===== config.mk =====
export PLATFORM = sky130hd
export DESIGN_NAME = tdcfc_top
export DESIGN_NICKNAME = d
export VERILOG_FILES = /design/src/tdcfc_pkg.sv /design/src/tdcfc_clk_div.sv /design/src/tdcfc_fire_train.sv /design/src/tdcfc_top.sv
export SDC_FILE = /design/constraint.sdc
export NUM_CORES = 1
export LEC_CHECK = 0
export ABC_AREA = 1
export BUFFER_PORTS_ARGS = -buffer_cell sky130_fd_sc_hd__buf_4
export CORE_MARGIN = 2
export CORE_UTILIZATION = 59
export DETAILED_ROUTE_END_ITERATION = 12
export PLACE_DENSITY = 0.81
export SYNTH_ARGS = -nofsm -noshare
export SYNTH_HDL_FRONTEND = slang
export SYNTH_SLANG_ARGS = --single-unit

===== constraint.sdc =====
create_clock -name clk_i -period 8.1 [get_ports clk_i]
set_input_delay 0 -clock clk_i [delete_from_list [all_inputs] [get_ports clk_i]]
set_output_delay 0 -clock clk_i [all_outputs]
set_load 0.02 [all_outputs]

===== src/tdcfc_pkg.sv =====
// constants shared by the stop-window and fire configuration block
// assumes a single 100 MHz clock and a plain address/strobe register port
package tdcfc_pkg;

    // ------------------------------------------------------------------
    // register map (printed offsets, used directly as word addresses)
    // ------------------------------------------------------------------
    localparam int ADDR_W = 8;
    localparam int DATA_W = 32;
    localparam logic [ADDR_W-1:0] REG_DELAY_IDX = 8'h04;
    localparam logic [ADDR_W-1:0] REG_FIRE_IDX = 8'h05;

    // ------------------------------------------------------------------
    // reset values
    // ------------------------------------------------------------------
    localparam logic [DATA_W-1:0] DELAY_RESET = 32'h1000_0000;
    localparam logic [DATA_W-1:0] FIRE_RESET = 32'h0000_0000;
    localparam logic [DATA_W-1:0] READ_ZERO = 32'h0000_0000;

    // ------------------------------------------------------------------
    // delay register fields
    // ------------------------------------------------------------------
    localparam int TAG_LSB = 0;
    localparam int TAG_W = 8;
    localparam int DELAY_LSB = 8;
    localparam int DELAY_W = 19;
    localparam int DELAY_FRAC_W = 5;
    localparam int DELAY_INT_W = 14;
    localparam int KEEP_LSB = 27;
    localparam int KEEP_W = 5;
    localparam int PW_OFF_BIT = 16;
    localparam int EDGE_BIT = 15;
    localparam int POS_COMPARATOR_TRIM_BIT = 14;
    localparam int NEG_COMPARATOR_TRIM_BIT = 13;
    localparam int TRIM_LSB = 8;
    localparam int TRIM_W = 5;
    localparam int COMPARATOR_TRIM_W = 7;
    localparam logic signed [COMPARATOR_TRIM_W-1:0] EXTRA_COMPARATOR_TRIM_MV = 7'sh14;

    // ------------------------------------------------------------------
    // fire register fields
    // ------------------------------------------------------------------
    localparam int BOTH_ON_BIT = 31;
    localparam int UP_OFF_BIT = 30;
    localparam int DOWN_OFF_BIT = 29;
    localparam int START_NOISE_BIT = 28;
    localparam int NOISE_CTRL_BIT = 27;
    localparam int REPEAT_LSB = 24;
    localparam int REPEAT_W = 3;
    localparam int PHASE_LSB = 8;
    localparam int PHASE_W = 16;
    localparam int MAX_PULSES = 15;
    localparam int COUNT_W = 4;

    // ------------------------------------------------------------------
    // fire timing
    // ------------------------------------------------------------------
    localparam int FIRE_HALF_CYCLES = 4;
    localparam int DIV_W = 8;

endpackage


===== src/tdcfc_clk_div.sv =====
// enable divider producing the fire half-period tick
// assumes clear_i restarts the count so trains start phase aligned
module tdcfc_clk_div #(
    parameter int HALF_CYCLES = tdcfc_pkg::FIRE_HALF_CYCLES
) (
    // clock and reset
    input wire logic clk_i,
    input wire logic reset_i,
    // control
    input wire logic clear_i,
    output logic tick_o
);

    localparam logic [tdcfc_pkg::DIV_W-1:0] LAST = tdcfc_pkg::DIV_W'(HALF_CYCLES - 1);
    logic [tdcfc_pkg::DIV_W-1:0] cnt_r;

    // counter restarts on clear, wraps after each half period
    always_ff @(posedge clk_i or posedge reset_i) begin
        if (reset_i) begin
            cnt_r <= '0;
        end else if (clear_i || cnt_r == LAST) begin
            cnt_r <= '0;
        end else begin
            cnt_r <= cnt_r + 1'b1;
        end
    end

    assign tick_o = !clear_i && (cnt_r == LAST);

endmodule // tdcfc_clk_div


===== src/tdcfc_fire_train.sv =====
// fire pulse train sequencer with per-pulse phase and repetition
// assumes tick_i is a one-cycle enable at the fire half period
module tdcfc_fire_train (
    // clock and reset
    input wire logic clk_i,
    input wire logic reset_i,
    // control
    input wire logic start_i,
    input wire logic tick_i,
    input wire logic [tdcfc_pkg::COUNT_W-1:0] pulse_count_i,
    input wire logic [tdcfc_pkg::REPEAT_W-1:0] repeat_i,
    input wire logic [tdcfc_pkg::PHASE_W-1:0] phase_i,
    // status and waveform
    output logic busy_o,
    output logic wave_o
);

    typedef enum logic [2:0] {
        TDCFC_IDLE = 3'b001,
        TDCFC_HIGH = 3'b010,
        TDCFC_LOW = 3'b100
    } tdcfc_state_t;

    tdcfc_state_t state_r;
    logic [tdcfc_pkg::COUNT_W-1:0] idx_r;
    logic [tdcfc_pkg::REPEAT_W-1:0] rep_r;
    logic wave_r;
    logic [tdcfc_pkg::COUNT_W-1:0] idx_nxt;

    assign idx_nxt = idx_r + 1'b1;

    // train walks pulses in order, then repeats the whole sequence
    always_ff @(posedge clk_i or posedge reset_i) begin
        if (reset_i) begin
            state_r <= TDCFC_IDLE;
            idx_r <= '0;
            rep_r <= '0;
        end else begin
            unique case (state_r)
                TDCFC_IDLE: begin
                    // a zero pulse count would fire nothing, so start is ignored
                    if (start_i && pulse_count_i != '0) begin
                        state_r <= TDCFC_HIGH;
                        idx_r <= '0;
                        rep_r <= '0;
                    end
                end
                TDCFC_HIGH: begin
                    if (tick_i) begin
                        state_r <= TDCFC_LOW;
                    end
                end
                TDCFC_LOW: begin
                    if (tick_i) begin
                        if (idx_nxt < pulse_count_i) begin
                            idx_r <= idx_nxt; // [RL17]
                            state_r <= TDCFC_HIGH;
                        end else if (rep_r < repeat_i) begin
                            rep_r <= rep_r + 1'b1; // [RL14]
                            idx_r <= '0;
                            state_r <= TDCFC_HIGH;
                        end else begin
                            state_r <= TDCFC_IDLE;
                        end
                    end
                end
            endcase
        end
    end

    // phase bit of the current pulse inverts it; idle line stays low
    always_ff @(posedge clk_i or posedge reset_i) begin
        if (reset_i) begin
            wave_r <= 1'b0;
        end else if (state_r == TDCFC_IDLE && !(start_i && pulse_count_i != '0)) begin
            wave_r <= 1'b0;
        end else if (state_r == TDCFC_IDLE) begin
            wave_r <= !phase_i[0]; // [RL15]
        end else if (tick_i && state_r == TDCFC_HIGH) begin
            wave_r <= phase_i[idx_r]; // [RL15]
        end else if (tick_i && state_r == TDCFC_LOW && idx_nxt < pulse_count_i) begin
            wave_r <= !phase_i[idx_nxt]; // [RL17]
        end else if (tick_i && state_r == TDCFC_LOW && rep_r < repeat_i) begin
            wave_r <= !phase_i[0]; // [RL14]
        end else if (tick_i) begin
            wave_r <= 1'b0;
        end
    end

    assign busy_o = (state_r != TDCFC_IDLE);
    assign wave_o = wave_r;

    // first pulse of a train follows the lowest phase bit
    first_phase_a: assert property (@(posedge clk_i) disable iff (reset_i) // [RL17]
        (state_r == TDCFC_IDLE && start_i && pulse_count_i != '0)
        |=> (wave_o == !$past(phase_i[0])))
        else $error("first pulse phase wrong");

endmodule // tdcfc_fire_train


===== src/tdcfc_top.sv =====
// stop-window / first-wave setup register and fire generator configuration
// assumes a host on a plain strobe port, first-wave enable from another register
// and a fire start pulse and pulse count supplied by the measurement core

// ----------------------------------------------------------------------
// Overview of operation
// ----------------------------------------------------------------------
// Overview of operation
// RL1 - without first-wave mode, bits 26..8 hold the third stop-enable delay
// RL2 - delay is unsigned fixed point, 14 integer and 5 fraction bits, ref periods
// RL3 - bits 7..0 of both registers are free tag storage, no effect
// RL4 - host writes 2 into bits 31..27 of the delay register
// RL5 - first-wave bit 16 set switches pulse-width measurement off
// RL6 - first-wave bit 15 selects recognition edge, 0 rising, 1 falling
// RL7 - first-wave bit 14 adds an extra +20 mV comparator offset
// RL8 - first-wave bit 13 adds an extra -20 mV comparator offset
// RL9 - first-wave bits 12..8 give two's-complement trim in 1 mV steps
// RL10 - fire bit 31 enables both outputs with the downstream one inverted
// RL11 - fire bit 30 disables upstream output, bit 29 disables downstream output
// RL12 - fire bit 28 switches on the start-channel noise unit
// RL13 - host enables bit 27 noise unit when start derives from ref clock
// RL14 - fire bits 26..24 repeat the pulse sequence zero to seven times
// RL15 - fire bits 23..8 hold one invert bit per pulse, up to 15 pulses
// RL16 - first-wave enable switches delay register between its two layouts
// RL17 - lowest phase bit controls first pulse, later bits following pulses
module tdcfc_top #(
    parameter int FIRE_HALF = tdcfc_pkg::FIRE_HALF_CYCLES
) (
    // clock and reset
    input wire logic clk_i,
    input wire logic reset_i,
    // register port
    input wire logic [tdcfc_pkg::ADDR_W-1:0] addr_i,
    input wire logic [tdcfc_pkg::DATA_W-1:0] wdata_i,
    input wire logic wr_i,
    input wire logic rd_i,
    output logic [tdcfc_pkg::DATA_W-1:0] rdata_o,
    // mode and fire control from the rest of the device
    input wire logic first_wave_en_i,
    input wire logic fire_start_i,
    input wire logic [tdcfc_pkg::COUNT_W-1:0] fire_pulse_count_i,
    // stop window
    output logic [tdcfc_pkg::DELAY_W-1:0] third_stop_enable_delay_o,
    output logic [tdcfc_pkg::DELAY_INT_W-1:0] delay_int_o,
    output logic [tdcfc_pkg::DELAY_FRAC_W-1:0] delay_frac_o,
    // first-wave analog settings
    output logic pulse_width_measure_en_o,
    output logic first_echo_edge_select_o,
    output logic signed [tdcfc_pkg::COMPARATOR_TRIM_W-1:0] comparator_offset_mv_o,
    // noise units
    output logic start_noise_on_o,
    output logic noise_unit_ctrl_o,
    // fire outputs
    output logic fire_up_o,
    output logic fire_down_o,
    output logic fire_busy_o
);

    // ------------------------------------------------------------------
    // register storage
    // ------------------------------------------------------------------
    logic [tdcfc_pkg::DATA_W-1:0] delay_cfg_r;
    logic [tdcfc_pkg::DATA_W-1:0] fire_cfg_r;
    logic [tdcfc_pkg::DATA_W-1:0] rdata_r;
    logic wr_delay;
    logic wr_fire;

    assign wr_delay = wr_i && (addr_i == tdcfc_pkg::REG_DELAY_IDX);
    assign wr_fire = wr_i && (addr_i == tdcfc_pkg::REG_FIRE_IDX);

    // delay register: all 32 bits stored as written, keep field resets to 2
    always_ff @(posedge clk_i or posedge reset_i) begin
        if (reset_i) begin
            delay_cfg_r <= tdcfc_pkg::DELAY_RESET; // [RL4]
        end else if (wr_delay) begin
            delay_cfg_r <= wdata_i; // [RL3]
        end
    end

    // fire register: plain storage, decoded below
    always_ff @(posedge clk_i or posedge reset_i) begin
        if (reset_i) begin
            fire_cfg_r <= tdcfc_pkg::FIRE_RESET;
        end else if (wr_fire) begin
            fire_cfg_r <= wdata_i; // [RL3]
        end
    end

    // read data answers one cycle after the strobe; unmapped reads give zero
    always_ff @(posedge clk_i or posedge reset_i) begin
        if (reset_i) begin
            rdata_r <= tdcfc_pkg::READ_ZERO;
        end else if (rd_i && addr_i == tdcfc_pkg::REG_DELAY_IDX) begin
            rdata_r <= delay_cfg_r;
        end else if (rd_i && addr_i == tdcfc_pkg::REG_FIRE_IDX) begin
            rdata_r <= fire_cfg_r;
        end else begin
            rdata_r <= tdcfc_pkg::READ_ZERO;
        end
    end

    assign rdata_o = rdata_r;

    // ------------------------------------------------------------------
    // delay register decode, layout chosen by first-wave mode
    // ------------------------------------------------------------------
    logic [tdcfc_pkg::DELAY_W-1:0] delay_field;
    logic [tdcfc_pkg::TRIM_W-1:0] trim_field;
    logic signed [tdcfc_pkg::COMPARATOR_TRIM_W-1:0] trim_mv;
    logic signed [tdcfc_pkg::COMPARATOR_TRIM_W-1:0] pos_mv;
    logic signed [tdcfc_pkg::COMPARATOR_TRIM_W-1:0] neg_mv;
    logic signed [tdcfc_pkg::COMPARATOR_TRIM_W-1:0] comparator_trim_nxt;
    logic [tdcfc_pkg::DELAY_W-1:0] delay_r;
    logic pw_en_r;
    logic edge_r;
    logic signed [tdcfc_pkg::COMPARATOR_TRIM_W-1:0] comparator_trim_r;

    assign delay_field = delay_cfg_r[tdcfc_pkg::DELAY_LSB +: tdcfc_pkg::DELAY_W];
    assign trim_field = delay_cfg_r[tdcfc_pkg::TRIM_LSB +: tdcfc_pkg::TRIM_W];
    // sign extension turns code 16 into -16 mV and code 31 into -1 mV
    assign trim_mv = {{(tdcfc_pkg::COMPARATOR_TRIM_W - tdcfc_pkg::TRIM_W){trim_field[tdcfc_pkg::TRIM_W-1]}},
                      trim_field}; // [RL9]
    assign pos_mv = delay_cfg_r[tdcfc_pkg::POS_COMPARATOR_TRIM_BIT] ? tdcfc_pkg::EXTRA_COMPARATOR_TRIM_MV : '0; // [RL7]
    assign neg_mv = delay_cfg_r[tdcfc_pkg::NEG_COMPARATOR_TRIM_BIT] ? tdcfc_pkg::EXTRA_COMPARATOR_TRIM_MV : '0; // [RL8]
    // worst case -36..+35 mV fits seven signed bits, so no wrap
    assign comparator_trim_nxt = trim_mv + pos_mv - neg_mv;

    // window delay only exists in the plain layout; zero while first-wave runs
    always_ff @(posedge clk_i or posedge reset_i) begin
        if (reset_i) begin
            delay_r <= '0;
        end else if (first_wave_en_i) begin
            delay_r <= '0; // [RL16]
        end else begin
            delay_r <= delay_field; // [RL1]
        end
    end

    // first-wave fields only act in first-wave mode
    always_ff @(posedge clk_i or posedge reset_i) begin
        if (reset_i) begin
            pw_en_r <= 1'b0;
            edge_r <= 1'b0;
            comparator_trim_r <= '0;
        end else if (first_wave_en_i) begin
            pw_en_r <= !delay_cfg_r[tdcfc_pkg::PW_OFF_BIT]; // [RL5]
            edge_r <= delay_cfg_r[tdcfc_pkg::EDGE_BIT]; // [RL6]
            comparator_trim_r <= comparator_trim_nxt; // [RL9]
        end else begin
            pw_en_r <= 1'b0; // [RL16]
            edge_r <= 1'b0;
            comparator_trim_r <= '0;
        end
    end

    assign third_stop_enable_delay_o = delay_r;
    // fraction in the low five bits, integer above, in reference periods
    assign delay_frac_o = delay_r[tdcfc_pkg::DELAY_FRAC_W-1:0]; // [RL2]
    assign delay_int_o = delay_r[tdcfc_pkg::DELAY_W-1:tdcfc_pkg::DELAY_FRAC_W]; // [RL2]
    assign pulse_width_measure_en_o = pw_en_r;
    assign first_echo_edge_select_o = edge_r;
    assign comparator_offset_mv_o = comparator_trim_r;

    // ------------------------------------------------------------------
    // fire configuration decode
    // ------------------------------------------------------------------
    logic up_en;
    logic down_en;
    logic down_inv;
    logic noise_r;
    logic noise_ctrl_r;

    // bit 31 overrides both disables, so the only path to invert is "both on"
    assign up_en = fire_cfg_r[tdcfc_pkg::BOTH_ON_BIT] || !fire_cfg_r[tdcfc_pkg::UP_OFF_BIT];
    assign down_en = fire_cfg_r[tdcfc_pkg::BOTH_ON_BIT] || !fire_cfg_r[tdcfc_pkg::DOWN_OFF_BIT];
    assign down_inv = fire_cfg_r[tdcfc_pkg::BOTH_ON_BIT]; // [RL10]

    // noise controls registered so they stay glitch free toward the start path
    always_ff @(posedge clk_i or posedge reset_i) begin
        if (reset_i) begin
            noise_r <= 1'b0;
            noise_ctrl_r <= 1'b0;
        end else begin
            noise_r <= fire_cfg_r[tdcfc_pkg::START_NOISE_BIT]; // [RL12]
            noise_ctrl_r <= fire_cfg_r[tdcfc_pkg::NOISE_CTRL_BIT]; // [RL13]
        end
    end

    assign start_noise_on_o = noise_r;
    assign noise_unit_ctrl_o = noise_ctrl_r;

    // ------------------------------------------------------------------
    // fire pulse generation
    // ------------------------------------------------------------------
    logic fire_tick;
    logic fire_wave;
    logic fire_busy;
    logic fire_kick;
    logic [tdcfc_pkg::COUNT_W-1:0] pulse_count;
    logic fire_up_r;
    logic fire_down_r;

    // counts above the phase mask length are clipped to fifteen pulses
    assign pulse_count = (fire_pulse_count_i > tdcfc_pkg::COUNT_W'(tdcfc_pkg::MAX_PULSES)) ?
                         tdcfc_pkg::COUNT_W'(tdcfc_pkg::MAX_PULSES) : fire_pulse_count_i; // [RL15]
    assign fire_kick = fire_start_i && !fire_busy;

    tdcfc_clk_div #(
        .HALF_CYCLES(FIRE_HALF)
    ) u_div (
        .clk_i(clk_i),
        .reset_i(reset_i),
        .clear_i(fire_kick),
        .tick_o(fire_tick)
    );

    tdcfc_fire_train u_train (
        .clk_i(clk_i),
        .reset_i(reset_i),
        .start_i(fire_kick),
        .tick_i(fire_tick),
        .pulse_count_i(pulse_count),
        .repeat_i(fire_cfg_r[tdcfc_pkg::REPEAT_LSB +: tdcfc_pkg::REPEAT_W]), // [RL14]
        .phase_i(fire_cfg_r[tdcfc_pkg::PHASE_LSB +: tdcfc_pkg::PHASE_W]), // [RL15]
        .busy_o(fire_busy),
        .wave_o(fire_wave)
    );

    // output stage: enables gate the wave, downstream may be inverted
    always_ff @(posedge clk_i or posedge reset_i) begin
        if (reset_i) begin
            fire_up_r <= 1'b0;
            fire_down_r <= 1'b0;
        end else begin
            fire_up_r <= up_en && fire_wave; // [RL11]
            fire_down_r <= down_en && (fire_wave ^ down_inv); // [RL10]
        end
    end

    assign fire_up_o = fire_up_r;
    assign fire_down_o = fire_down_r;
    assign fire_busy_o = fire_busy;

    // ------------------------------------------------------------------
    // checks
    // ------------------------------------------------------------------
    delay_write_a: assert property (@(posedge clk_i) disable iff (reset_i) // [RL1]
        (wr_delay && !first_wave_en_i) ##1 !first_wave_en_i
        |=> (third_stop_enable_delay_o == $past(wdata_i[26:8], 2)))
        else $error("delay window not taken from write");

    delay_mode_a: assert property (@(posedge clk_i) disable iff (reset_i) // [RL16]
        first_wave_en_i |=> (third_stop_enable_delay_o == '0))
        else $error("delay visible in first-wave mode");

    delay_split_a: assert property (@(posedge clk_i) disable iff (reset_i) // [RL2]
        {delay_int_o, delay_frac_o} == third_stop_enable_delay_o)
        else $error("delay fixed point split wrong");

    keep_reset_a: assert property (@(posedge clk_i) disable iff (reset_i) // [RL4]
        $rose(!reset_i) |-> (delay_cfg_r[31:27] == 5'h02))
        else $error("keep field reset not two");

    tag_no_effect_a: assert property (@(posedge clk_i) disable iff (reset_i) // [RL3]
        (wr_delay && wdata_i[31:8] == delay_cfg_r[31:8]) ##1 $stable(first_wave_en_i)
        |=> $stable(comparator_offset_mv_o) && $stable(third_stop_enable_delay_o))
        else $error("tag bits changed behaviour");

    pw_off_a: assert property (@(posedge clk_i) disable iff (reset_i) // [RL5]
        (first_wave_en_i && delay_cfg_r[tdcfc_pkg::PW_OFF_BIT]) |=> !pulse_width_measure_en_o)
        else $error("pulse width measure not off");

    edge_sel_a: assert property (@(posedge clk_i) disable iff (reset_i) // [RL6]
        first_wave_en_i
        |=> (first_echo_edge_select_o == $past(delay_cfg_r[tdcfc_pkg::EDGE_BIT])))
        else $error("first-wave edge select wrong");

    offset_sum_a: assert property (@(posedge clk_i) disable iff (reset_i) // [RL9]
        (first_wave_en_i && delay_cfg_r[14:8] == 7'h10)
        |=> (comparator_offset_mv_o == -7'sd16))
        else $error("trim code 16 not -16 mV");

    offset_pos_a: assert property (@(posedge clk_i) disable iff (reset_i) // [RL7]
        (first_wave_en_i && delay_cfg_r[14:8] == 7'h5F)
        |=> (comparator_offset_mv_o == 7'sd19))
        else $error("extra positive offset wrong");

    offset_neg_a: assert property (@(posedge clk_i) disable iff (reset_i) // [RL8]
        (first_wave_en_i && delay_cfg_r[14:8] == 7'h21)
        |=> (comparator_offset_mv_o == -7'sd19))
        else $error("extra negative offset wrong");

    up_off_a: assert property (@(posedge clk_i) disable iff (reset_i) // [RL11]
        (fire_cfg_r[31:30] == 2'h1) |=> !fire_up_o)
        else $error("upstream fire not disabled");

    down_inv_a: assert property (@(posedge clk_i) disable iff (reset_i) // [RL10]
        fire_cfg_r[tdcfc_pkg::BOTH_ON_BIT] |=> (fire_down_o == !$past(fire_wave)))
        else $error("downstream fire not inverted");

    noise_on_a: assert property (@(posedge clk_i) disable iff (reset_i) // [RL12]
        ##1 (start_noise_on_o == $past(fire_cfg_r[tdcfc_pkg::START_NOISE_BIT])))
        else $error("noise unit control lags");

    read_unmapped_a: assert property (@(posedge clk_i) disable iff (reset_i)
        (rd_i && addr_i != tdcfc_pkg::REG_DELAY_IDX && addr_i != tdcfc_pkg::REG_FIRE_IDX)
        |=> (rdata_o == '0))
        else $error("unmapped read not zero");

endmodule // tdcfc_top


==> results_dict.tcl <==
set metrics [dict create \
    status "finished, final reports clean" \
    total_power_mw 2.17 \
    grt_pass1_wl_um 26900 \
    gp_congestion 0.879 \
    crit_required_ps 8570 \
    dp_hpwl_um 9830 \
    placed_cells 953 \
    finClkSkew_ps 8.23 \
    final_cells 1025 \
    maxSlewViolCount 0 \
    ctsLongestPathBuffers 2 \
    die_area_um2 11800 \
    fin_util 0.780 \
    fmax_mhz 372 \
    p_leak_nw 4.37 \
    clock-sinks 147 \
    synth_top_area_share 0.560 \
    routed_wirelength_um 16500 \
    n_antenna_cell 0 \
    path_clk_slew_ps 60 \
    ys_ff_latch 147 \
    rsz0062_at_grt "no" \
    relSlewSlack 0.184 \
    syn_to_final_growth_pct 29.9 \
    wire_per_inst_um 16.1 \
    num-nets-final 937 \
    postSynthAreaPerCell_um2 8.93 \
    io_buffers 133 \
    critPathArrivalTime_ps 3160 \
    worstPathCellList "ha_1 -> xor2_1 -> ha_1 -> nand2_1 -> inv_1 -> a21oi_2 -> nor3_2 -> nor2_1 -> nand2_1 -> nand2_1" \
    clock_latency_ps 540 \
    setup.worst_path.class "reg -> reg" \
    ant_nets 0 \
    drive_gt1_frac 0.208 \
    fp-row-count 38 \
    min_period_over_period 0.332 \
    syn_inst 726 \
    grt_usage 0.299 \
    die_w_um 109 \
    antenna_found_initial 0 \
    syn_area_um2 6480 \
    ys_top_cells_by_count "dfrtp_1, nand2_1, inv_1, nand3_1, o21ai_0" \
    grt_pass1_vias 5635 \
    slowest_delay_ps 790 \
    cp_top_family "flip-flops" \
    yosysSeqAreaShare 0.568 \
    cts_tree "yes" \
    first_iter_violations 385 \
    min_path_type "in -> reg" \
    crit_path_start_kind "flip-flop" \
    crit_fanout 24 \
    max_cap_viol_count 0 \
    avgViaCountPerCell 5.42 \
    fp.dieH_um 109 \
    synth_cell_types 34 \
    first_pass_iters 5 \
    overflow 0 \
    grt_max_degree 97 \
    cts_made_buffers 17 \
    ctsRootBufferMaster "clkbuf_8" \
    fillers 660 \
    crit_slowest_cell "dfrtp_1" \
    worst-path-buf-inv 1 \
    post_cts_buffers 0 \
    setup_viol_count_final 0 \
    peakVddDrop_mv 0.135 \
    ys_warn_count 0 \
    synth.largest_area_cell "dfrtp_1" \
    min_period_ps 2690 \
    post-synth-top-count-cell "dfrtp_1" \
    synthArstFlopShare 1.00 \
    synth_edf_count 0 \
    ios 134 \
    vias 5558 \
    start_util 0.600 \
    fin_setup_tns_ps 0 \
    power.density_nw_per_um2 258 \
    path_common_cell "nand2_1" \
    hold_viol 0 \
    critPathCaptureType "flip-flop" \
    synth-main-ff-cell "dfrtp_1" \
    h-tree-depth 4 \
    synth_nets 791 \
    coreArea_um2 10800 \
    drcViolationCount 0 \
    synth_area_leaders "dfrtp_1, nand2_1, inv_1, nand3_1, o21ai_0" \
    timing.hold.ws_ps 33.9 \
    worst_pin_slew_ps 1220 \
]
metrics by stage:
stage	setup slack [ps]	instance area, um^2
after floorplan	4150	6480
after global placement	5610	7410
after detailed placement	5480	7410
after CTS	5450	8420
after global routing	5110	8420
final	5410	8420
layout by cell type, fill, tap and decap left out, types with 5 or more instances in the layout:
master and instances:
buf_4 135, o21ai_0 52, nand2_1 137, dfrtp_1 145, ha_1 13, inv_1 101
nor2_1 45, o21ai_1 48, dlygate4sd3_1 40, clkbuf_16 16, a21oi_1 18, inv_6 5
nor3_1 6, nand3_1 74
routing by layer:
metal,wire length (um),vias up,track usage,part of all wire
met5,0,-,0,0
met4,340,0,0.133,0.021
met3,1070,34,0.0634,0.065
met2,8690,244,0.515,0.53
met1,6350,2689,0.363,0.39
li1,-,2591,-,-
report_power, final:
| group | internal, mW | switching (mW) |
|---|---|---|
| Combinational | 0.194 | 0.297 |
| Sequential | 0.795 | 0.0709 |
| Clock | 0.492 | 0.319 |
layout make-up:
| cell class | instances | area [um^2] | area share |
|---|---|---|---|
| sequential | 147 | 3680 | 0.437 |
| multi-input combinational | 425 | 2130 | 0.253 |
| timing repair buffer | 175 | 1410 | 0.168 |
| clock buffer | 19 | 442 | 0.0525 |
| inverter | 106 | 403 | 0.0478 |
| tap | 140 | 175 | 0.0208 |
| clock inverter | 13 | 171 | 0.0204 |
sequential cells by signal, indices dropped and copies added (netlist names):
signal                     cells
delay_cfg_r                   32
fire_cfg_r                    32
rdata_o                       32
third_stop_enable_delay_o     19
u_div.cnt_r                    8
comparator_offset_mv_o         7
u_train.idx_r                  4
u_train.rep_r                  3
u_train.state_r                3
fire_down_o                    1
fire_up_o                      1
first_echo_edge_select_o       1
noise_unit_ctrl_o              1
pulse_width_measure_en_o       1
start_noise_on_o               1
u_train.wave_o                 1
worst paths after layout:
| path | from | end | slack [ps] | depth (start not counted) |
|---|---|---|---|---|
| worst max-delay path | u_train.idx_r[0]$_DFFE_PP0P_ | u_train.rep_r[1]$_DFFE_PP0P_ | 5410 | 10 |
| worst min-delay path | fire_pulse_count_i[1] | u_train.rep_r[2]$_DFFE_PP0P_ | 30 | 6 |
| worst max register to register | u_train.idx_r[0]$_DFFE_PP0P_ | u_train.rep_r[1]$_DFFE_PP0P_ | 5410 | 10 |
| worst min register to register | fire_cfg_r[28]$_DFFE_PP0P_ | start_noise_on_o$_DFF_PP0_ | 420 | 0 |
| max in group asynchronous | reset_i | u_train.idx_r[0]$_DFFE_PP0P_ | 6730 | 4 |
| min in group asynchronous | reset_i | rdata_o[11]$_DFF_PP0_ | 210 | 3 |
cells by family (layout without fill, tap and decap cells):
family                     count (synthesis)  count (layout)  synth area share
xor gates and xnor gates                   3               3           0.00406
DFF                                      147             147             0.568
buffers and inverters                    154             313             0.103
adders and majority gates                 15              15            0.0313
AOI/OAI and AO/OA                        130             130             0.106
and+or+nand+nor                          277             277             0.188
worst reg2reg max path: stages, from the launching register on:
cell,delay (ps)
dfrtp_1,790
ha_1,320
xor2_1,300
ha_1,290
nand2_1,70
inv_1,50
a21oi_2,320
nor3_2,120
nor2_1,210
nand2_1,100
nand2_1,70
repair_timing:
action | in CTS | in global routing
hold buffers | 40 | 0
resized for setup | 0 | 0
endpoints found under the hold margin | 203 | 0
Power figures use the tool's default switching activity.
